## src/imc_map.svh

```systemverilog
// Register offsets, field positions, reset values and timing counts of the mode control block.
`ifndef IMC_MAP_SVH
`define IMC_MAP_SVH

`define IMC_OFF_OWN_ADDR 8'h00
`define IMC_OFF_WORD_COUNT 8'h04
`define IMC_OFF_TARGET_ADDR 8'h08
`define IMC_OFF_TX_DATA 8'h0C
`define IMC_OFF_RX_DATA 8'h10
`define IMC_OFF_MODE 8'h14
`define IMC_OFF_STATUS 8'h18

`define IMC_MC_START_BIT 13
`define IMC_MC_RSVD_BIT 12
`define IMC_MC_STOP_BIT 11
`define IMC_MC_MASTER_BIT 10
`define IMC_MC_TRX_BIT 9
`define IMC_MC_XA_BIT 8
`define IMC_MC_REPEAT_BIT 7

`define IMC_ST_BUSY_BIT 0
`define IMC_ST_SLV_ACTIVE_BIT 1
`define IMC_ST_NACK_BIT 2
`define IMC_ST_SLV_TX_BIT 3
`define IMC_ST_COUNT_LSB 16

`define IMC_RST_MODE 6'h00
`define IMC_RST_ADDR 10'h000
`define IMC_RST_COUNT 16'h0000
`define IMC_RST_DATA 8'h00

`define IMC_TEN_BIT_HDR 5'h1E

`define IMC_CLK_PERIOD_NS 5
`define IMC_SCL_PERIOD_NS 10000
`define IMC_QTR_CYCLES ((`IMC_SCL_PERIOD_NS / 4) / `IMC_CLK_PERIOD_NS)

`endif

```

## src/imc_pkg.sv

```systemverilog
// Types shared by the mode control block.
package imc_pkg;

    typedef struct packed {
        logic start_request;
        logic stop_request;
        logic master_select;
        logic transmit_select;
        logic expanded_addressing;
        logic repeat_mode;
    } imc_mode_t;

    typedef enum logic [2:0] {
        M_IDLE = 3'b000,
        M_START = 3'b001,
        M_BIT = 3'b010,
        M_HOLD = 3'b011,
        M_STOP = 3'b100
    } imc_mstate_t;

    typedef enum logic [1:0] {
        PH_ADDR1 = 2'b00,
        PH_ADDR2 = 2'b01,
        PH_DATA = 2'b10
    } imc_phase_t;

    typedef enum logic [2:0] {
        S_IDLE = 3'b000,
        S_ADDR = 3'b001,
        S_ADDR2 = 3'b010,
        S_RX = 3'b011,
        S_TX = 3'b100
    } imc_sstate_t;

endpackage : imc_pkg

```

## src/imc_top.sv

```systemverilog
// Mode control bits with master and slave serial engines behind an APB slave.
// Overview of operation
// - Start request at bit 13, used by master and slave.
// - Master clears start request after START.
// - Writing start request as master sends START.
// - Slave with start request 0 ignores bus.
// - Slave with start request 1 serves masters.
// - Bit 12 reads zero, writes ignored.
// - Stop request issues STOP at count zero, or after the current word in repeat mode.
// - Stop request clears after STOP generated.
// - Master select drops to 0 on STOP.
// - Master drives clock; slave takes it.
// - Transmit select chooses send or receive.
// - Seven-bit addressing uses bits 6-0.
// - Ten-bit addressing uses bits 9-0.
// - Non-repeat moves exactly word count words.
// - Repeat mode runs until stop request.
// - Slave ignores repeat mode bit.
`include "imc_map.svh"
module imc_top
    import imc_pkg::*;
#(
    parameter int QTR_CYCLES = `IMC_QTR_CYCLES
) (
    input wire logic clk,
    input wire logic reset,
    input wire logic psel,
    input wire logic penable,
    input wire logic pwrite,
    input wire logic [7:0] paddr,
    input wire logic [31:0] pwdata,
    output logic [31:0] prdata,
    output logic pready,
    output logic pslverr,
    input wire logic scl_in,
    output logic scl_out,
    output logic scl_oe,
    input wire logic sda_in,
    output logic sda_out,
    output logic sda_oe
);

    if (QTR_CYCLES < 4 || QTR_CYCLES > 65535) begin : g_bad_qtr
        $error("QTR_CYCLES must lie between 4 and 65535");
    end

    // Registers reached over APB.
    imc_mode_t mode_ff;
    logic [9:0] own_addr_ff;
    logic [9:0] target_addr_ff;
    logic [15:0] word_count_ff;
    logic [7:0] tx_data_ff;
    logic [7:0] rx_data_ff;
    logic [31:0] prdata_ff;
    logic pready_ff;
    logic pslverr_ff;

    // Pin synchronisers; the first stage feeds only the second.
    logic scl_s1_ff, scl_s2_ff, scl_d_ff;
    logic sda_s1_ff, sda_s2_ff, sda_d_ff;
    logic scl_oe_ff, sda_oe_ff, pin_low_ff;

    // Master engine.
    imc_mstate_t m_state_ff, nxt_m_state;
    imc_phase_t m_phase_ff, nxt_m_phase;
    logic [1:0] m_q_ff, nxt_m_q;
    logic [3:0] m_bit_ff, nxt_m_bit;
    logic [7:0] m_sh_ff, nxt_m_sh;
    logic [15:0] m_cnt_ff, nxt_m_cnt;
    logic [15:0] tick_ff;
    logic m_scl_oe_ff, nxt_m_scl_oe;
    logic m_sda_oe_ff, nxt_m_sda_oe;
    logic nack_ff, nxt_nack;
    logic clr_start, clr_stop, m_rx_load;

    // Slave engine.
    imc_sstate_t s_state_ff, nxt_s_state;
    logic [3:0] s_cnt_ff, nxt_s_cnt;
    logic [7:0] s_sh_ff, nxt_s_sh;
    logic s_oe_ff, nxt_s_oe;
    logic s_rx_load;

    // APB decode: the access phase lasts two cycles so that every answer comes from a flop.
    wire apb_access = psel && penable;
    wire apb_done = apb_access && pready_ff;
    wire wr_en = apb_done && pwrite;
    wire wr_own = wr_en && (paddr == `IMC_OFF_OWN_ADDR);
    wire wr_count = wr_en && (paddr == `IMC_OFF_WORD_COUNT);
    wire wr_target = wr_en && (paddr == `IMC_OFF_TARGET_ADDR);
    wire wr_tx = wr_en && (paddr == `IMC_OFF_TX_DATA);
    wire wr_mode = wr_en && (paddr == `IMC_OFF_MODE);
    wire addr_hit = (paddr == `IMC_OFF_OWN_ADDR) || (paddr == `IMC_OFF_WORD_COUNT) ||
                    (paddr == `IMC_OFF_TARGET_ADDR) || (paddr == `IMC_OFF_TX_DATA) ||
                    (paddr == `IMC_OFF_RX_DATA) || (paddr == `IMC_OFF_MODE) ||
                    (paddr == `IMC_OFF_STATUS);

    wire [31:0] rd_mode = (32'(mode_ff.start_request) << `IMC_MC_START_BIT) |
                          (32'(mode_ff.stop_request) << `IMC_MC_STOP_BIT) |
                          (32'(mode_ff.master_select) << `IMC_MC_MASTER_BIT) |
                          (32'(mode_ff.transmit_select) << `IMC_MC_TRX_BIT) |
                          (32'(mode_ff.expanded_addressing) << `IMC_MC_XA_BIT) |
                          (32'(mode_ff.repeat_mode) << `IMC_MC_REPEAT_BIT);
    wire [31:0] rd_status = (32'(m_cnt_ff) << `IMC_ST_COUNT_LSB) |
                            (32'(s_state_ff == S_TX) << `IMC_ST_SLV_TX_BIT) |
                            (32'(nack_ff) << `IMC_ST_NACK_BIT) |
                            (32'(s_state_ff != S_IDLE) << `IMC_ST_SLV_ACTIVE_BIT) |
                            (32'(m_state_ff != M_IDLE) << `IMC_ST_BUSY_BIT);
    wire [31:0] rd_data = (paddr == `IMC_OFF_OWN_ADDR) ? 32'(own_addr_ff) :
                          (paddr == `IMC_OFF_WORD_COUNT) ? 32'(word_count_ff) :
                          (paddr == `IMC_OFF_TARGET_ADDR) ? 32'(target_addr_ff) :
                          (paddr == `IMC_OFF_TX_DATA) ? 32'(tx_data_ff) :
                          (paddr == `IMC_OFF_RX_DATA) ? 32'(rx_data_ff) :
                          (paddr == `IMC_OFF_MODE) ? rd_mode :
                          (paddr == `IMC_OFF_STATUS) ? rd_status : 32'h00000000;

    // Mode register as written, before the engines clear their bits.
    wire [31:0] wd = pwdata;
    wire imc_mode_t wr_mode_val = '{start_request: wd[`IMC_MC_START_BIT], stop_request: wd[`IMC_MC_STOP_BIT],
                                    master_select: wd[`IMC_MC_MASTER_BIT], transmit_select: wd[`IMC_MC_TRX_BIT],
                                    expanded_addressing: wd[`IMC_MC_XA_BIT], repeat_mode: wd[`IMC_MC_REPEAT_BIT]};
    wire imc_mode_t mode_wr = wr_mode ? wr_mode_val : mode_ff;

    // Bus events seen through the synchronisers.
    wire scl_rise = scl_s2_ff && !scl_d_ff;
    wire scl_fall = !scl_s2_ff && scl_d_ff;
    wire start_det = scl_s2_ff && scl_d_ff && sda_d_ff && !sda_s2_ff;
    wire stop_det = scl_s2_ff && scl_d_ff && !sda_d_ff && sda_s2_ff;

    wire tick = (tick_ff == 16'(QTR_CYCLES - 1));
    wire xa = mode_ff.expanded_addressing;
    wire [7:0] addr_byte0 = xa ? {`IMC_TEN_BIT_HDR, target_addr_ff[9:8], 1'b0} :
                                 {target_addr_ff[6:0], !mode_ff.transmit_select};
    wire m_tx_now = (m_phase_ff != PH_DATA) || mode_ff.transmit_select;
    wire m_count_step = (m_phase_ff == PH_DATA) && !mode_ff.repeat_mode && (m_cnt_ff != 16'h0000);
    wire [15:0] m_cnt_after = m_count_step ? m_cnt_ff - 16'h0001 : m_cnt_ff;
    wire m_words_done = !mode_ff.repeat_mode && (m_cnt_after == 16'h0000);
    wire m_last_rx = !mode_ff.repeat_mode && (m_cnt_ff == 16'h0001);
    wire slave_en = !mode_ff.master_select && mode_ff.start_request;

    always_comb begin
        nxt_m_state = m_state_ff;
        nxt_m_phase = m_phase_ff;
        nxt_m_q = m_q_ff;
        nxt_m_bit = m_bit_ff;
        nxt_m_sh = m_sh_ff;
        nxt_m_cnt = m_cnt_ff;
        nxt_m_scl_oe = m_scl_oe_ff;
        nxt_m_sda_oe = m_sda_oe_ff;
        nxt_nack = nack_ff;
        clr_start = 1'b0;
        clr_stop = 1'b0;
        m_rx_load = 1'b0;
        case (m_state_ff)
            M_IDLE: begin
                nxt_m_scl_oe = 1'b0;
                nxt_m_sda_oe = 1'b0;
                nxt_m_q = 2'd0;
                if (mode_ff.master_select && mode_ff.start_request) begin
                    nxt_m_state = M_START;
                end
            end
            M_START: if (tick) begin
                nxt_m_q = m_q_ff + 2'd1;
                case (m_q_ff)
                    2'd0: nxt_m_sda_oe = 1'b0;
                    2'd1: nxt_m_scl_oe = 1'b0;
                    2'd2: nxt_m_sda_oe = 1'b1;
                    default: begin
                        nxt_m_scl_oe = 1'b1;
                        nxt_m_state = M_BIT;
                        nxt_m_phase = PH_ADDR1;
                        nxt_m_bit = 4'd0;
                        nxt_m_sh = addr_byte0;
                        nxt_m_cnt = word_count_ff;
                        clr_start = 1'b1;
                    end
                endcase
            end
            M_BIT: if (tick) begin
                nxt_m_q = m_q_ff + 2'd1;
                case (m_q_ff)
                    2'd0: begin
                        if (m_bit_ff < 4'd8) begin
                            nxt_m_sda_oe = m_tx_now && !m_sh_ff[7];
                        end else begin
                            nxt_m_sda_oe = !m_tx_now && !m_last_rx;
                        end
                    end
                    2'd1: nxt_m_scl_oe = 1'b1;
                    2'd2: nxt_m_scl_oe = 1'b0;
                    default: begin
                        nxt_m_scl_oe = 1'b1;
                        if (m_bit_ff < 4'd8) begin
                            nxt_m_sh = {m_sh_ff[6:0], sda_s2_ff};
                            nxt_m_bit = m_bit_ff + 4'd1;
                        end else begin
                            nxt_m_bit = 4'd0;
                            // An acknowledge stays driven until the next quarter, so SDA never moves with SCL.
                            nxt_m_sh = tx_data_ff;
                            if (m_tx_now) begin
                                nxt_nack = sda_s2_ff;
                            end
                            case (m_phase_ff)
                                PH_ADDR1: begin
                                    if (xa) begin
                                        nxt_m_phase = PH_ADDR2;
                                        nxt_m_sh = target_addr_ff[7:0];
                                    end else begin
                                        nxt_m_phase = PH_DATA;
                                    end
                                end
                                PH_ADDR2: nxt_m_phase = PH_DATA;
                                default: begin
                                    m_rx_load = !m_tx_now;
                                    nxt_m_cnt = m_cnt_after;
                                end
                            endcase
                            if (nxt_m_phase == PH_DATA) begin
                                nxt_m_q = 2'd0;
                                if (mode_ff.start_request) begin
                                    nxt_m_state = M_START;
                                end else if (mode_ff.stop_request && (mode_ff.repeat_mode || m_words_done)) begin
                                    nxt_m_state = M_STOP;
                                end else if (m_words_done) begin
                                    nxt_m_state = M_HOLD;
                                end
                            end
                        end
                    end
                endcase
            end
            M_HOLD: begin
                nxt_m_q = 2'd0;
                if (mode_ff.start_request) begin
                    nxt_m_state = M_START;
                end else if (mode_ff.stop_request) begin
                    nxt_m_state = M_STOP;
                end
            end
            M_STOP: if (tick) begin
                nxt_m_q = m_q_ff + 2'd1;
                case (m_q_ff)
                    2'd0: nxt_m_sda_oe = 1'b1;
                    2'd1: nxt_m_scl_oe = 1'b0;
                    2'd2: nxt_m_sda_oe = 1'b0;
                    default: begin
                        nxt_m_state = M_IDLE;
                        clr_stop = 1'b1;
                    end
                endcase
            end
            default: nxt_m_state = M_IDLE;
        endcase
    end

    // Slave engine; it never stretches the clock, so a slow host can miss a received byte.
    always_comb begin
        nxt_s_state = s_state_ff;
        nxt_s_cnt = s_cnt_ff;
        nxt_s_sh = s_sh_ff;
        nxt_s_oe = s_oe_ff;
        s_rx_load = 1'b0;
        if (!slave_en) begin
            nxt_s_state = S_IDLE;
            nxt_s_oe = 1'b0;
        end else if (start_det) begin
            nxt_s_state = S_ADDR;
            nxt_s_cnt = 4'd0;
            nxt_s_oe = 1'b0;
        end else if (stop_det) begin
            nxt_s_state = S_IDLE;
            nxt_s_oe = 1'b0;
        end else if (s_state_ff != S_IDLE && scl_rise) begin
            if (s_cnt_ff < 4'd8) begin
                nxt_s_sh = {s_sh_ff[6:0], sda_s2_ff};
                nxt_s_cnt = s_cnt_ff + 4'd1;
            end else begin
                nxt_s_cnt = 4'd0;
                if (s_state_ff == S_TX && sda_s2_ff) begin
                    nxt_s_state = S_IDLE;
                end
            end
        end else if (s_state_ff != S_IDLE && scl_fall) begin
            nxt_s_oe = 1'b0;
            if (s_cnt_ff == 4'd8) begin
                case (s_state_ff)
                    S_ADDR: begin
                        if (!xa && s_sh_ff[7:1] == own_addr_ff[6:0]) begin
                            nxt_s_oe = 1'b1;
                            nxt_s_state = s_sh_ff[0] ? S_TX : S_RX;
                        end else if (xa && s_sh_ff[7:1] == {`IMC_TEN_BIT_HDR, own_addr_ff[9:8]}) begin
                            nxt_s_oe = 1'b1;
                            nxt_s_state = S_ADDR2;
                        end else begin
                            nxt_s_state = S_IDLE;
                        end
                    end
                    S_ADDR2: begin
                        nxt_s_oe = (s_sh_ff == own_addr_ff[7:0]);
                        nxt_s_state = (s_sh_ff == own_addr_ff[7:0]) ? S_RX : S_IDLE;
                    end
                    S_RX: begin
                        nxt_s_oe = 1'b1;
                        s_rx_load = 1'b1;
                    end
                    default: nxt_s_oe = 1'b0;
                endcase
            end else if (s_state_ff == S_TX) begin
                nxt_s_oe = !tx_data_ff[3'd7 - s_cnt_ff[2:0]];
            end
        end
    end

    always_ff @(posedge clk or posedge reset) begin
        if (reset) begin
            mode_ff <= `IMC_RST_MODE;
        end else begin
            mode_ff <= mode_wr;
            if (clr_start) begin
                mode_ff.start_request <= 1'b0;
            end
            if (clr_stop) begin
                mode_ff.stop_request <= 1'b0;
                mode_ff.master_select <= 1'b0;
            end
        end
    end

    always_ff @(posedge clk or posedge reset) begin
        if (reset) begin
            own_addr_ff <= `IMC_RST_ADDR;
            target_addr_ff <= `IMC_RST_ADDR;
            word_count_ff <= `IMC_RST_COUNT;
            tx_data_ff <= `IMC_RST_DATA;
            rx_data_ff <= `IMC_RST_DATA;
        end else begin
            own_addr_ff <= wr_own ? pwdata[9:0] : own_addr_ff;
            target_addr_ff <= wr_target ? pwdata[9:0] : target_addr_ff;
            word_count_ff <= wr_count ? pwdata[15:0] : word_count_ff;
            tx_data_ff <= wr_tx ? pwdata[7:0] : tx_data_ff;
            rx_data_ff <= m_rx_load ? m_sh_ff : (s_rx_load ? s_sh_ff : rx_data_ff);
        end
    end

    always_ff @(posedge clk or posedge reset) begin
        if (reset) begin
            pready_ff <= 1'b0;
            pslverr_ff <= 1'b0;
            prdata_ff <= 32'h00000000;
        end else begin
            pready_ff <= apb_access && !pready_ff;
            pslverr_ff <= apb_access && !pready_ff && !addr_hit;
            prdata_ff <= (apb_access && !pready_ff && !pwrite) ? rd_data : 32'h00000000;
        end
    end

    always_ff @(posedge clk or posedge reset) begin
        if (reset) begin
            {scl_s1_ff, scl_s2_ff, scl_d_ff} <= 3'h7;
            {sda_s1_ff, sda_s2_ff, sda_d_ff} <= 3'h7;
            scl_oe_ff <= 1'b0;
            sda_oe_ff <= 1'b0;
            pin_low_ff <= 1'b0;
        end else begin
            {scl_s1_ff, scl_s2_ff, scl_d_ff} <= {scl_in, scl_s1_ff, scl_s2_ff};
            {sda_s1_ff, sda_s2_ff, sda_d_ff} <= {sda_in, sda_s1_ff, sda_s2_ff};
            scl_oe_ff <= m_scl_oe_ff;
            sda_oe_ff <= m_sda_oe_ff || s_oe_ff;
            pin_low_ff <= 1'b0;
        end
    end

    always_ff @(posedge clk or posedge reset) begin
        if (reset) begin
            m_state_ff <= M_IDLE;
            m_phase_ff <= PH_ADDR1;
            m_q_ff <= 2'd0;
            m_bit_ff <= 4'd0;
            m_sh_ff <= 8'h00;
            m_cnt_ff <= 16'h0000;
            tick_ff <= 16'h0000;
            m_scl_oe_ff <= 1'b0;
            m_sda_oe_ff <= 1'b0;
            nack_ff <= 1'b0;
            s_state_ff <= S_IDLE;
            s_cnt_ff <= 4'd0;
            s_sh_ff <= 8'h00;
            s_oe_ff <= 1'b0;
        end else begin
            m_state_ff <= nxt_m_state;
            m_phase_ff <= nxt_m_phase;
            m_q_ff <= nxt_m_q;
            m_bit_ff <= nxt_m_bit;
            m_sh_ff <= nxt_m_sh;
            m_cnt_ff <= nxt_m_cnt;
            tick_ff <= (m_state_ff == M_IDLE || tick) ? 16'h0000 : tick_ff + 16'h0001;
            m_scl_oe_ff <= nxt_m_scl_oe;
            m_sda_oe_ff <= nxt_m_sda_oe;
            nack_ff <= nxt_nack;
            s_state_ff <= nxt_s_state;
            s_cnt_ff <= nxt_s_cnt;
            s_sh_ff <= nxt_s_sh;
            s_oe_ff <= nxt_s_oe;
        end
    end

    assign prdata = prdata_ff;
    assign pready = pready_ff;
    assign pslverr = pslverr_ff;
    assign scl_out = pin_low_ff;
    assign sda_out = pin_low_ff;
    assign scl_oe = scl_oe_ff;
    assign sda_oe = sda_oe_ff;

endmodule : imc_top

```

## config.mk

```make
export PLATFORM = sky130hd
export DESIGN_NAME = imc_top
export DESIGN_NICKNAME = d
export VERILOG_FILES = /design/src/imc_pkg.sv /design/src/imc_top.sv
export VERILOG_INCLUDE_DIRS = /design/src /design/src/src
export SDC_FILE = /design/constraint.sdc
export NUM_CORES = 1
export LEC_CHECK = 0
export BUFFER_PORTS_ARGS = -buffer_cell sky130_fd_sc_hd__clkbuf_2
export CAP_MARGIN = 25
export CORE_UTILIZATION = 35
export CTS_CLUSTER_DIAMETER = 100
export DETAILED_ROUTE_END_ITERATION = 12
export GPL_TIMING_DRIVEN = 0
export PLACE_DENSITY = 0.58
export SLEW_MARGIN = 20
export SYNTH_ARGS = -nofsm -noshare
export SYNTH_HDL_FRONTEND = slang
export SYNTH_SLANG_ARGS = --single-unit
```

## constraint.sdc

```tcl
create_clock -name clk -period 7.4 [get_ports clk]
set_clock_uncertainty 0.1 [all_clocks]
set_input_delay 1.11 -clock clk [delete_from_list [all_inputs] [get_ports clk]]
set_output_delay 1.11 -clock clk [all_outputs]
set_load 0.02 [all_outputs]
```

After elaboration in Yosys (flattened, before gate mapping)
Cells that the tools add are included.
{"block": "word_totals", "input_bits": 47, "out_inout_bits": 38, "register_bits": 170, "wordCells": 330}
{"block": "classes", "bitwise_logic": 13, "mux": 130, "n_reduce_logical": 89, "eq_ne": 53, "addsub": 6, "n_lt_le_gt_ge": 3}
{"cell": "2-to-1 mux 32 bit", "n": 8}
{"cell": "2-to-1 mux 16 bit", "n": 8}
{"cell": "2-to-1 mux 8 bit", "n": 10}
{"cell": "2-to-1 mux 3 bit", "n": 24}
{"cell": "2-to-1 mux 1 bit", "n": 36}
{"cell": "2-to-1 mux 2 bit", "n": 18}
{"cell": "2-to-1 mux 4 bit", "n": 9}
{"cell": "logical AND 1 bit", "n": 32}
{"cell": "inequality test 2 bit (second input constant)", "n": 16}
{"cell": "bitwise OR 32 x 1 -> 32 bit", "n": 1}
{"cell": "bitwise OR 32 x 2 -> 32 bit", "n": 1}
{"cell": "bitwise OR 32 x 3 -> 32 bit", "n": 1}
{"cell": "bitwise OR 32 x 4 -> 32 bit", "n": 1}
{"cell": "one-hot mux 16 bit (2 select lines)", "n": 1}
{"cell": "== test 8 x 5 -> 1 bit (second input constant)", "n": 3}
{"cell": "AND reduction 7 bit", "n": 3}
{"cell": "AND reduction 5 bit", "n": 4}
{"cell": "adder 16 x 1 -> 16 bit (second input constant)", "n": 1}
{"cell": "== test 16 x 1 -> 1 bit (second input constant)", "n": 1}
{"cell": "== test 16 x 9 -> 1 bit (second input constant)", "n": 1}
{"cell": "== test 8 x 4 -> 1 bit (second input constant)", "n": 2}
{"cell": "zero test 16 bit", "n": 1}
{"cell": "one-hot mux 8 bit (2 select lines)", "n": 1}
{"cell": "nonzero test 16 bit", "n": 1}
{"cell": "other kinds (53)", "n": 110}

Longest topological paths before layout
Gate-level depths: netlist of run 1.
{"block": "logic_depth", "ltp_word": 15, "mapped_depth": 11, "depth_no_buf": 10}

Least setup slack after synthesis of run 1
No wires, ideal clock.
{"block": "synth_timing", "path_type": "input to register", "start": "input port paddr[0]", "end": "register word_count_ff[0]", "slack_ns": 3.927, "path_buffers": 2, "setup_ns": 0.128, "cell_stages": 8, "arrival_time_ns": 3.245, "cell_sequence": "or4_1 or3_1 clkbuf_1 nor2_1 nand2_1 nor2_1 buf_4 mux2_1"}
{"block": "synth_between", "elab_chain_len": 2}
{"item": "start: declaration", "line": "imc_top.sv:30", "text": "input wire logic [7:0] paddr,"}
{"item": "== test 8 x 3 -> 1 bit (no line)"}
{"item": "logical AND 1 bit", "line": "imc_top.sv:88", "text": "wire wr_count = wr_en && (paddr == `IMC_OFF_WORD_COUNT);"}
{"item": "end signal: assignment", "line": "imc_top.sv:333", "text": "word_count_ff <= `IMC_RST_COUNT;"}
{"item": "end signal: assignment", "line": "imc_top.sv:339", "text": "word_count_ff <= wr_count ? pwdata[15:0] : word_count_ff;"}
{"item": "end: declaration", "line": "imc_top.sv:51", "text": "logic [15:0] word_count_ff;"}
Every way passes these cells.
A chain may end at the register's enable or synchronous reset.

Worst setup path in the final report of run 1
{"block": "layout_timing", "start": "input port paddr[0]", "end": "register own_addr_ff[5]"}
{"block": "layout_between", "elab_chain_len": 2}
{"item": "zero test 8 bit (no line)"}
{"item": "logical AND 1 bit", "line": "imc_top.sv:87", "text": "wire wr_own = wr_en && (paddr == `IMC_OFF_OWN_ADDR);"}
{"item": "end signal: assignment", "line": "imc_top.sv:331", "text": "own_addr_ff <= `IMC_RST_ADDR;"}
{"item": "end signal: assignment", "line": "imc_top.sv:337", "text": "own_addr_ff <= wr_own ? pwdata[9:0] : own_addr_ff;"}
{"item": "end: declaration", "line": "imc_top.sv:49", "text": "logic [9:0] own_addr_ff;"}
Every way passes these cells.

==> run summary, run 1 <==
Measured along the x axis, the die boundary spans 160 um. Data on the critical path is required at its endpoint by 7.63 ns. The mean number of vias per cell came out at 5.46. For this block, the via count after detailed routing is 7110. In this run the deepest clock path goes through 2 buffers. For this design the static power due to leakage is 4.75 nW. The number of endpoints with negative hold slack in the final report is 0, and the latest clock arrival within the worst-skew pair is 0.44 ns. Headroom to the max-slew limit came out at 39.3%. The floorplan has 57 rows. The floorplan step defined a core boundary enclosing 24500 um^2. For this run, asynchronously set or reset flops after synthesis account for 100%. After layout, the minimum clock period comes to 3.74 ns. In this run the number of H-tree levels came out at 4. The post-synthesis adder-cell area fraction is 1.43%. The tools report the initial standard-cell utilization of the core as 35.9%.

The first routing iteration left 608 violations. After synthesis, flip-flops and latches occupy 48.6% of the total area. Global routing finished with a remaining overflow of 0. The main combinational cell family by area after synthesis was simple AND/OR/NAND/NOR gates. The post-route netlist has 16.5% of its cells at a drive strength greater than 1. The run gives 0 as the max-slew violation total from the final report. The slowest library cell on the worst path is sky130_fd_sc_hd__nor3_2. Dividing total power by cell area gives a power density of 191 nW/um^2.

The peak per-stage delay on the critical path came out at 0.80 ns. sky130_fd_sc_hd__dfrtp_1 takes more of the synthesized area than any other cell. Counting every instance in the synthesized netlist gives 879. The critical path goes through clkbuf_2, or4_1, nor3_1, nand2_1, nor3_2, mux2_2.

Grouping stages by cell kind, the critical path spends the most delay in simple AND/OR/NAND/NOR gates. The post-synthesis register bit count came out at 170. Setup violations remaining at the end of the flow were counted as 0. Hold repair after CTS inserted 0 buffers.

The flow ran to the end, and the final reports show no timing, DRC or antenna violations. Setup repair after global routing left no endpoint under its margin. After synthesis, the share of cell area in mux cells is 10.7%. The data arrival at the endpoint of the critical path is 3.97 ns, and the number of antenna violations at the first check in global routing is 0. With fillers left out, the area of the finished cells amounts to 10200 um^2. The global router's overall resource usage was 19.7%.

The netlist uses 77 different library cells. The number of post-CTS setup repair buffers is 0. The run gives 8780 um^2 as the total standard cell area after synthesis. TritonCTS built the clock tree.

The detail route stage leaves a number of antenna-violating nets equal to 0. The tools report the placed instance area as 9550 um^2. The max-capacitance violation count was 0. The kind of critical path is primary input to flop. Fill cells in the final layout number 2362.

The final critical path takes up 50.6% of the cycle. The run gives 0 as the antenna diode count. For the minimum hold slack, the log shows 0.257 ns.

The share of synthesized area in the top cell type comes to 46.8%. The synthesized design contains 0 enable-type register cells. In this run the worst path has a maximum fanout of 10. The design draws 1.95 mW.

Based on the critical path, the design can be clocked at up to 267 MHz. The logs give 170 for the total clock sinks and 1022 for the final net count. The worst hold path class was flop to flop. Wires add up to 24400 um. The simple logic cell fraction of the synthesized area works out to 18.1%. The die height works out to 160 um. The die covers 25700 um^2. The tools report the Yosys warning count as 0.

The startpoint type of the worst setup path is a primary input. The total CTS buffers is 17. The fraction of synthesized cell area in xor and xnor cells works out to 3.79%. From synthesis to final layout, the design area changed by 16.0%. For this run, design rule violations remaining after detail routing come to 0. The clock root buffer was sky130_fd_sc_hd__clkbuf_16. The synthesized netlist devotes 14.0% of its cell area to compound gates. Among all flip-flop cells after synthesis, the most frequent one is sky130_fd_sc_hd__dfrtp_1.

The first-pass GRT wire length is 39400 um. The tools report the via count of the first global-routing pass as 7012. The number of buffers added on ports works out to 65. The post-CTS clock slew at the launch and capture registers of the worst setup and hold paths works out to 0.08 ns. The element type at the critical path end was a flop. The number of gates given a new drive strength after cts is 0, and the pin count of the biggest net entering global routing is 103. Detailed placement finished with a half-perimeter wire length of 17900 um. The buffering stage count on the worst path with inverters included is 1, and the maximum VDD drop is 135 uV. At the pin with the least slew margin, the transition time is 0.903 ns. At the end of routability-driven placement, the weighted congestion stood at 0.917. In the final routed layout, each cell accounts on average for 18.7 um. The length of the first detailed-routing pass in iterations came out at 6. By area the synthesized netlist is led by sky130_fd_sc_hd__dfrtp_1, sky130_fd_sc_hd__nor2_1, sky130_fd_sc_hd__mux2_1, sky130_fd_sc_hd__a21oi_1, sky130_fd_sc_hd__mux2i_1. The mean instance size in the synthesized netlist is 9.99 um^2, and the number of primary I/O pins is 85.
[cells in the mapped netlist (20+ instances only)]
library cell                 n
sky130_fd_sc_hd__mux2i_1    29
sky130_fd_sc_hd__dfrtp_1   164
sky130_fd_sc_hd__o21ai_0    27
sky130_fd_sc_hd__mux2_1     30
sky130_fd_sc_hd__nand3_1    21
sky130_fd_sc_hd__clkbuf_1   37
sky130_fd_sc_hd__mux2_2     24
sky130_fd_sc_hd__nor3_1     20
sky130_fd_sc_hd__nand2_1    76
sky130_fd_sc_hd__nor2_1     94
sky130_fd_sc_hd__xor2_1     23
sky130_fd_sc_hd__a21oi_1    65
sky130_fd_sc_hd__and3_1     23
sky130_fd_sc_hd__o21ai_1    20
[metal layers]
layer  wire length, um  share of wire, %  global-route usage [%]
met1             11100                46                    26.9
met2             11500                47                    32.0
met3              1280               5.2                    3.20
met4               452               1.9                    6.23
met5                 0                 0                       0
[through the flow]
step | TNS (ns) | std cells | util, % | setup WS, ns
4_1_cts | 0 | 1302 | 41.6 | 3.80
3_3_place_gp | -77.97 | 1269 | 38.9 | -0.495
2_1_floorplan | 0 | 880 | - | 1.60
3_5_place_dp | 0 | 1270 | 39.1 | 3.33
5_1_grt | 0 | 1302 | 41.6 | 3.58
6_report | 0 | 1302 | 41.6 | 3.66
[where the power goes]
part / switching (mW) / internal [mW] / total [mW]
registers: 0.00418 / 0.933 / 0.937
clock network: 0.436 / 0.519 / 0.954
logic: 0.0420 / 0.0150 / 0.0570
[path summary, 6_finish.rpt]
| check | start | to | slack (ns) | depth (start not counted) |
|---|---|---|---|---|
| max in group asynchronous | reset | sda_s1_ff | 5.69 | 3 |
| min | sda_s1_ff | sda_s2_ff | 0.26 | 0 |
| min in group asynchronous | reset | word_count_ff[12] | 0.62 | 2 |
| max | paddr[0] | own_addr_ff[5] | 3.66 | 6 |
| min reg2reg | sda_s1_ff | sda_s2_ff | 0.26 | 0 |
| max reg2reg | m_cnt_ff[10] | m_state_ff[0] | 4.34 | 8 |
[cells in the final DEF, fill, tap and decap left out, drive strengths merged, types with 4 or more instances in the layout]
master,netlist,layout
or2,5,5
clkinv,0,4
ha,10,10
mux2,54,54
a211oi,6,6
a31oi,6,6
a22oi,10,10
buf,11,12
nand3,22,22
or4,5,5
inv,19,27
o221ai,4,4
or3,7,7
nor4,16,16
xnor2,15,15
a21oi,65,65
nand2b,7,7
nor2,94,94
mux2i,29,29
nor3,22,22
dfrtp,164,164
nor3b,7,7
o22ai,15,15
dfstp,6,6
xor2,23,23
o21ai,47,47
and3,23,23
clkbuf,37,119
nand4,11,11
nand2,77,77
o31ai,8,8
[final cells by class]
cell class                      count  area, um^2  share of cell area (%)
Multi-Input combinational cell    643        4230                    41.6
Buffer                             48         223                    2.19
Sequential cell                   170        4260                    41.9
Tap cell                          324         405                    3.98
Clock buffer                       17         425                    4.18
Timing Repair Buffer               66         353                    3.47
Clock inverter                     15         203                    1.99
Inverter                           19        78.8                   0.774
[flip-flops by register name (all words and copies together) (netlist names), 10 cells and up]
register and count:
prdata 32, tick_ff 16, target_addr_ff 10, m_cnt_ff 16, word_count_ff 16, own_addr_ff 10
[worst reg2reg max path: cells and delay by family (launching register included)]
| family | cells | cell delay (ns) |
|---|---|---|
| DFF | 1 | 0.46 |
| and+or+nand+nor | 4 | 1.54 |
| xor gates and xnor gates | 1 | 0.18 |
| AOI/OAI and AO/OA | 3 | 0.69 |
[logic make-up after synthesis]
group | count (synthesis)
flops | 170
xor+xnor | 38
buf+inv | 67
other cells | 1
simple gates | 312
mux | 85
fa+ha+maj | 10
compound gates | 196
(Power assumes the default switching activity.)
==> inputs of run 2 (changes only) <==
- PLACE_DENSITY: 0.58 -> 0.6
- clock period: 7.4 -> 3.4 ns (I/O delays scaled with it)
==> run summary, run 2 (synthesized netlist as in run 1, its figures left out) <==
The run finished with clean final reports. The clock period minus worst slack is 3.13 ns. For the via count of the first global-routing pass, the log shows 7011 (-0.014%).

Most common cell after layout, fill and taps aside: sky130_fd_sc_hd__dfrtp_1. TritonCTS built the clock tree. Buffering stage count on the worst path with inverters included: 1 (unchanged). The clock root buffer is sky130_fd_sc_hd__clkbuf_16.

Walking the worst path, the cells encountered are clkbuf_2, or4_1, nor3_1, nand2_1, nor3_2, mux2_2. The core area is 24500 um^2 (unchanged). The final sum of negative setup slack was 0 ns (unchanged). The number of buffers added on ports was 65 (unchanged); the mean number of vias per cell was 5.46 (about the same). The buffer depth of the longest clock path came out at 2 (unchanged).

Total design power: 4.13 mW (+110%). The horizontal die dimension works out to 160 um (unchanged). The share of final-layout standard cells stronger than drive strength 1 came out at 16.8% (+0.31 points). Placed instance area: 9650 um^2 (+1.0%).

The startpoint type of the worst setup path is a primary input. On the critical path the largest part of the delay comes from simple AND/OR/NAND/NOR gates. Global router's overall resource usage: 19.8% (+0.10 points). Finished layout cell area: 10200 um^2 (+0.61%). The post-detailed-placement half-perimeter wirelength is 18300 um (+2.3%), and the fmax is 319 MHz. The first-pass GRT wire length is 39400 um (-0.16%).

In the layout the commonest cells are sky130_fd_sc_hd__dfrtp_1, sky130_fd_sc_hd__nor2_1, sky130_fd_sc_hd__nand2_1. The die footprint was 25700 um^2 (unchanged). For the count of fill cells added during filler insertion, the log shows 2367 (+0.21%). Setup repair after global routing left no endpoint under its margin. The run gives 0.44 ns (about the same) as the latest clock arrival within the worst-skew pair. The slack of the worst reg-to-reg path was 0.40 ns (-3.94 ns). The number of flip-flops under the largest register name came out at 32 (unchanged). The maximum VDD drop is 244 uV (+81%), and the max-slew violation total from the final report is 0 (unchanged). The area added between synthesis and finish was 16.7%.

The worst register-to-register path begins at m_cnt_ff[0]. The number of post-CTS setup repair buffers was 0 (unchanged). The peak per-stage delay on the critical path works out to 0.80 ns (about the same). The tools report the element type at the critical path end as a flop. The final net count was 1028 (+0.59%); the number of endpoints with negative hold slack in the final report was 0 (unchanged). The die height is 160 um (unchanged), and the static power due to leakage is 4.77 nW (+0.40%). The tools report the routed wire length as 24500 um (+0.48%). The total setup violations reported at the end of the flow came out at 0 (unchanged). The data arrival at the endpoint of the critical path is 3.36 ns (-0.61 ns).

The initial detailed-routing violation count came out at 492 (-19%). For the max-capacitance violation count, the log shows 0 (unchanged). The overall overflow remaining after global route is 0 (unchanged), and the routed length per instance is 18.7 um (about the same). The number of primary I/O pins is 85 (unchanged).

The run gives 32 (-69%) as the pin count of the biggest net entering global routing. The run gives 3.63 ns (-4.00 ns) as the worst endpoint required time. The overall via count from detail_route is 7146 (+0.51%). The slew at the pin closest to its max-slew limit came out at 0.867 ns (-0.0362 ns).

The critical path is of the primary input to flop type. Global placement routability congestion: 0.921 (+0.49%). The startpoint of the lowest-slack hold path was sda_in. For the antenna violation net count after detailed routing, the log shows 0 (unchanged). The power per standard cell area was 404 nW/um^2 (+110%); the number of H-tree levels was 4 (unchanged). The length of the first detailed-routing pass in iterations is 5 (-1). The initial standard-cell utilization of the core is 35.9% (unchanged). The largest driver fanout on the critical path came out at 10 (unchanged).

The antenna diode count is 0 (unchanged), and the total clock sinks is 170 (unchanged). The endpoint of the most critical register-to-register path was m_state_ff[0]. The slowest stage of the critical path is the sky130_fd_sc_hd__nor3_2 cell. The worst hold path class was primary input to flop. The number of antenna violations at the first check in global routing came out at 0 (unchanged).

The worst slew margin relative to its limit was 41.9% (+2.6 points). Dividing the final minimum period by the clock period gives 92.2%. The number of cells traversed by the worst hold path was 1 (+1); the number of cell instances on the worst register-to-register path was 11 (+3).

The path with the worst hold slack has its endpoint at sda_s1_ff. The tools report the total CTS buffers as 17 (unchanged). The post-CTS clock slew at the launch and capture registers of the worst setup and hold paths is 0.07 ns (about the same), and the row count is 57 (unchanged).

The tools report the number of design rule violations left after detail routing as 0 (unchanged).
run 2: what timing repair did:
action | 4_1_cts | 5_1_grt
gates resized for setup | 0 | 0
hold buffers | 1 | 0
hold endpoints to repair | 14 | 0
run 2: worst max-delay path by stage:
stage	startpoint	to	slack (ns)	cells past startpoint
detailed placement	paddr[0]	own_addr_ff[4]	-0.11	6
global placement	reset	prdata[5]	-0.52	2
finish	paddr[0]	own_addr_ff[9]	0.27	6
CTS	paddr[0]	own_addr_ff[6]	0.30	6
global route	tick_ff[0]	m_state_ff[0]	0.08	10
floorplan	paddr[0]	word_count_ff[0]	0.53	8
run 2: per-stage QoR:
stage	util, %	setup slack, ns	hold slack [ns]	cells
detailed placement	39.4	-0.110	0.247	1275
CTS	41.9	0.305	0.0356	1308
global route	41.9	0.0816	0.0381	1308
floorplan	-	0.527	0.245	880
finish	41.9	0.267	0.0470	1308
global placement	38.9	-0.524	0.246	1269
run 2: cell type report:
class | count | area (um^2) | share of cell area [%]
sequential | 170 | 4260 | 41.6
multi-input combinational | 643 | 4230 | 41.3
timing repair buffer | 72 | 463 | 4.52
clock buffer | 18 | 429 | 4.19
tap | 324 | 405 | 3.96
buffer | 48 | 223 | 2.17
clock inverter | 14 | 155 | 1.51
inverter | 19 | 75.1 | 0.733
run 2: per-layer routing:
| metal | track usage (%) | wire length (um) |
|---|---|---|
| met5 | 0 | 0 |
| met4 | 7.14 | 671 |
| met3 | 3.31 | 1060 |
| met2 | 31.5 | 11500 |
| met1 | 27.2 | 11300 |
run 2: where the power goes:
part | switching [mW] | total, mW | internal (mW)
Sequential | 0.00895 | 2.04 | 2.03
Clock | 0.913 | 1.96 | 1.04
Combinational | 0.0938 | 0.139 | 0.0448
==> inputs of run 3 (changes only) <==
- CORE_ASPECT_RATIO: not set -> 1.2
- CORE_UTILIZATION: 35 -> 54
- PLACE_DENSITY: 0.6 -> 0.83
==> run summary, run 3 (synthesized netlist as in run 1, its figures left out) <==
The flow ran to the end, and the final reports show no timing, DRC or antenna violations. The first-pass GRT wire length was 37500 um (-4.6%). The endpoint identified for the worst register-to-register timing path is m_state_ff[0]. For the finished layout cell area, the log shows 10100 um^2 (-1.5%). Setup repair after global routing left no endpoint under its margin. STA classifies the critical path startpoint as a primary input.

The horizontal die dimension is 118 um (-26%). The run gives 170 (unchanged) as the total clock sinks. The run gives 0 (unchanged) as the max-capacitance violation count.

Total CTS buffers: 17 (unchanged). The number of cells traversed by the worst hold path came out at 1 (unchanged). Worst hold path class: primary input to flop. The post-detailed-placement half-perimeter wirelength came out at 17300 um (-5.4%).

The number of flip-flops under the largest register name is 32 (unchanged). For the global router's overall resource usage, the log shows 28.9% (+9.0 points). The maximum VDD drop is 295 uV (+21%). The logs give 0 (unchanged) for the max-slew violation total from the final report and 8 (+3) for the length of the first detailed-routing pass in iterations.

The logs give 85 (unchanged) for the number of primary I/O pins and 50 (-12%) for the row count. The routed length per instance is 19.7 um (+5.2%). The final net count was 1027 (-0.097%); the die height was 142 um (-12%). The worst setup path is of the primary input to flop kind. The clock root buffer was sky130_fd_sc_hd__clkbuf_16. TritonCTS built the clock tree. The mean number of vias per cell is 6.24 (+14%). Worst slew margin relative to its limit: 41.8% (-0.094 points). The placed instance area was 9480 um^2 (-1.8%). Global-route layer with the greatest usage: met2. The largest driver fanout on the critical path works out to 10 (unchanged).

The number of design rule violations left after detail routing is 0 (unchanged), and the total design power is 4.13 mW (about the same). The met1 usage is 35.4% (+8.1 points), and the latest clock arrival within the worst-skew pair is 0.43 ns (about the same). Number of buffers added on ports: 65 (unchanged).

The initial standard-cell utilization of the core is 55.7% (+20 points). The via count of the first global-routing pass is 7138 (+1.8%), and the share of final-layout standard cells stronger than drive strength 1 is 16.6% (-0.19 points). In this run the critical register-to-register path is launched from m_cnt_ff[0]. The run gives 48.9% (+17 points) as the routing usage on met2. The pin count of the biggest net entering global routing came out at 36 (+13%). In the layout the commonest cells are sky130_fd_sc_hd__dfrtp_1, sky130_fd_sc_hd__nor2_1, sky130_fd_sc_hd__nand2_1. Number of endpoints with negative hold slack in the final report: 0 (unchanged). For the number of gates given a new drive strength after cts, the log shows 0 (unchanged).

The register share of total power is 49.4% (about the same), and the area added between synthesis and finish is 14.9%. Worst endpoint required time: 3.61 ns (-0.02 ns). The overall overflow remaining after global route was 0 (unchanged). For the die footprint, the log shows 16800 um^2 (-35%). The worst hold path terminates at sda_s1_ff. Number of cell instances on the worst register-to-register path: 11 (unchanged).

The part of the cycle the worst path needs was 95.1% (+3.0 points). The post-CTS clock slew at the launch and capture registers of the worst setup and hold paths is 0.06 ns (about the same), and the part of the total power dissipated in combinational logic is 3.3% (about the same). Global placement routability congestion: 0.981 (+6.5%).

Leaving out fill and tap cells, the most frequent cell in the layout is sky130_fd_sc_hd__dfrtp_1. The tools report the initial detailed-routing violation count as 729 (+48%). The logs give 0.37 ns (-0.03 ns) for the slack of the worst reg-to-reg path and 3.45 ns (+0.09 ns) for the data arrival at the endpoint of the critical path. The slew at the pin closest to its max-slew limit came out at 0.870 ns (+0.00292 ns). The hold buffer count at CTS is 1 (unchanged), and the overall via count from detail_route is 7429 (+4.0%). The total setup violations reported at the end of the flow is 0 (unchanged).

The cell internal power dissipation came out at 3.24 mW (+3.8%). The run gives 23500 um (-4.2%) as the routed wire length. The tools report the net switching component of the power as 897 uW (-12%).

The switching part of the total power is 21.7% (-2.9 points), and the antenna violation net count after detailed routing is 0 (unchanged). The met3 routing resource usage after global routing is 4.38% (+1.1 points). Element type at the critical path end: a flop. The clock period minus worst slack is 3.23 ns (+0.101 ns), and the power per standard cell area is 410 nW/um^2 (+1.6%).

Core area: 15800 um^2 (-36%). Startpoint of the lowest-slack hold path: sda_in. The fmax is 309 MHz (-3.1%), and the buffer depth of the longest clock path is 2 (unchanged). The logs give 4 (unchanged) for the number of H-tree levels and 0 (unchanged) for the number of antenna violations at the first check in global routing. The run gives 4.76 nW (-0.17%) as the static power due to leakage. The number of post-CTS setup repair buffers is 0 (unchanged). Antenna diode count: 0 (unchanged). The clock share of power came out at 47.4% (about the same).
[run 3: cell types whose count changed in the layout (fill, tap and decap cells not counted), sizes merged]
cell | before | now
buf | 17 | 16
inv | 27 | 19
clkinvlp | 4 | 5
clkbuf | 120 | 125
bufinv | 1 | 2
clkinv | 1 | 2
[run 3: critical path, cell delays in order]
cell and delay [ns]:
sky130_fd_sc_hd__clkbuf_2 0.07, sky130_fd_sc_hd__or4_1 0.57, sky130_fd_sc_hd__nor3_1 0.63, sky130_fd_sc_hd__nand2_1 0.46
sky130_fd_sc_hd__nor3_2 0.78, sky130_fd_sc_hd__mux2_2 0.42
[run 3: layout make-up]
class / instances / area [um^2]
buffer: 48 / 223
clock buffer: 23 / 488
clock inverter: 9 / 113
fill: 1285 / 5680
inverter: 19 / 75.1
multi-input combinational: 643 / 4230
sequential: 170 / 4260
tap: 208 / 260
timing repair buffer: 71 / 435
[run 3: layer usage]
layer / vias up / routed length [um] / part of all wire [%]
met5: - / 0 / 0
met3: 84 / 1600 / 6.8
met2: 397 / 11600 / 49
met1: 3589 / 9080 / 39
li1: 3359 / - / -
met4: 0 / 1240 / 5.3
[run 3: how the worst max path moves through the flow]
stage / startpoint / to / slack (ns) / depth (start not counted)
detailed placement: paddr[0] / own_addr_ff[8] / -0.19 / 6
finish: paddr[0] / own_addr_ff[8] / 0.17 / 6
floorplan: paddr[0] / word_count_ff[0] / 0.53 / 8
CTS: paddr[0] / own_addr_ff[8] / 0.26 / 6
global route: paddr[0] / own_addr_ff[3] / 0.11 / 6
global placement: reset / tick_ff[6] / -0.34 / 2
[run 3: power groups by stage]
stage               Clock [mW]  Combinational [mW]  Sequential (mW)
floorplan                    0              0.0654             2.08
global placement             0               0.118             2.08
detailed placement           0               0.135             2.08
CTS                       1.97               0.137             2.04
global route              2.06               0.150             2.04
finish                    1.96               0.135             2.04
[run 3: per-stage QoR]
step           TNS (ns)  utilization (%)  setup WS [ns]  std cells  hold slack, ns
2_1_floorplan         0                -          0.527        880           0.245
3_3_place_gp     -55.26             59.4         -0.340       1153           0.246
3_5_place_dp      -1.81             60.1         -0.192       1158           0.247
4_1_cts               0             64.0          0.258       1191          0.0536
5_1_grt               0             64.0          0.112       1191          0.0540
6_report              0             64.0          0.165       1191          0.0588
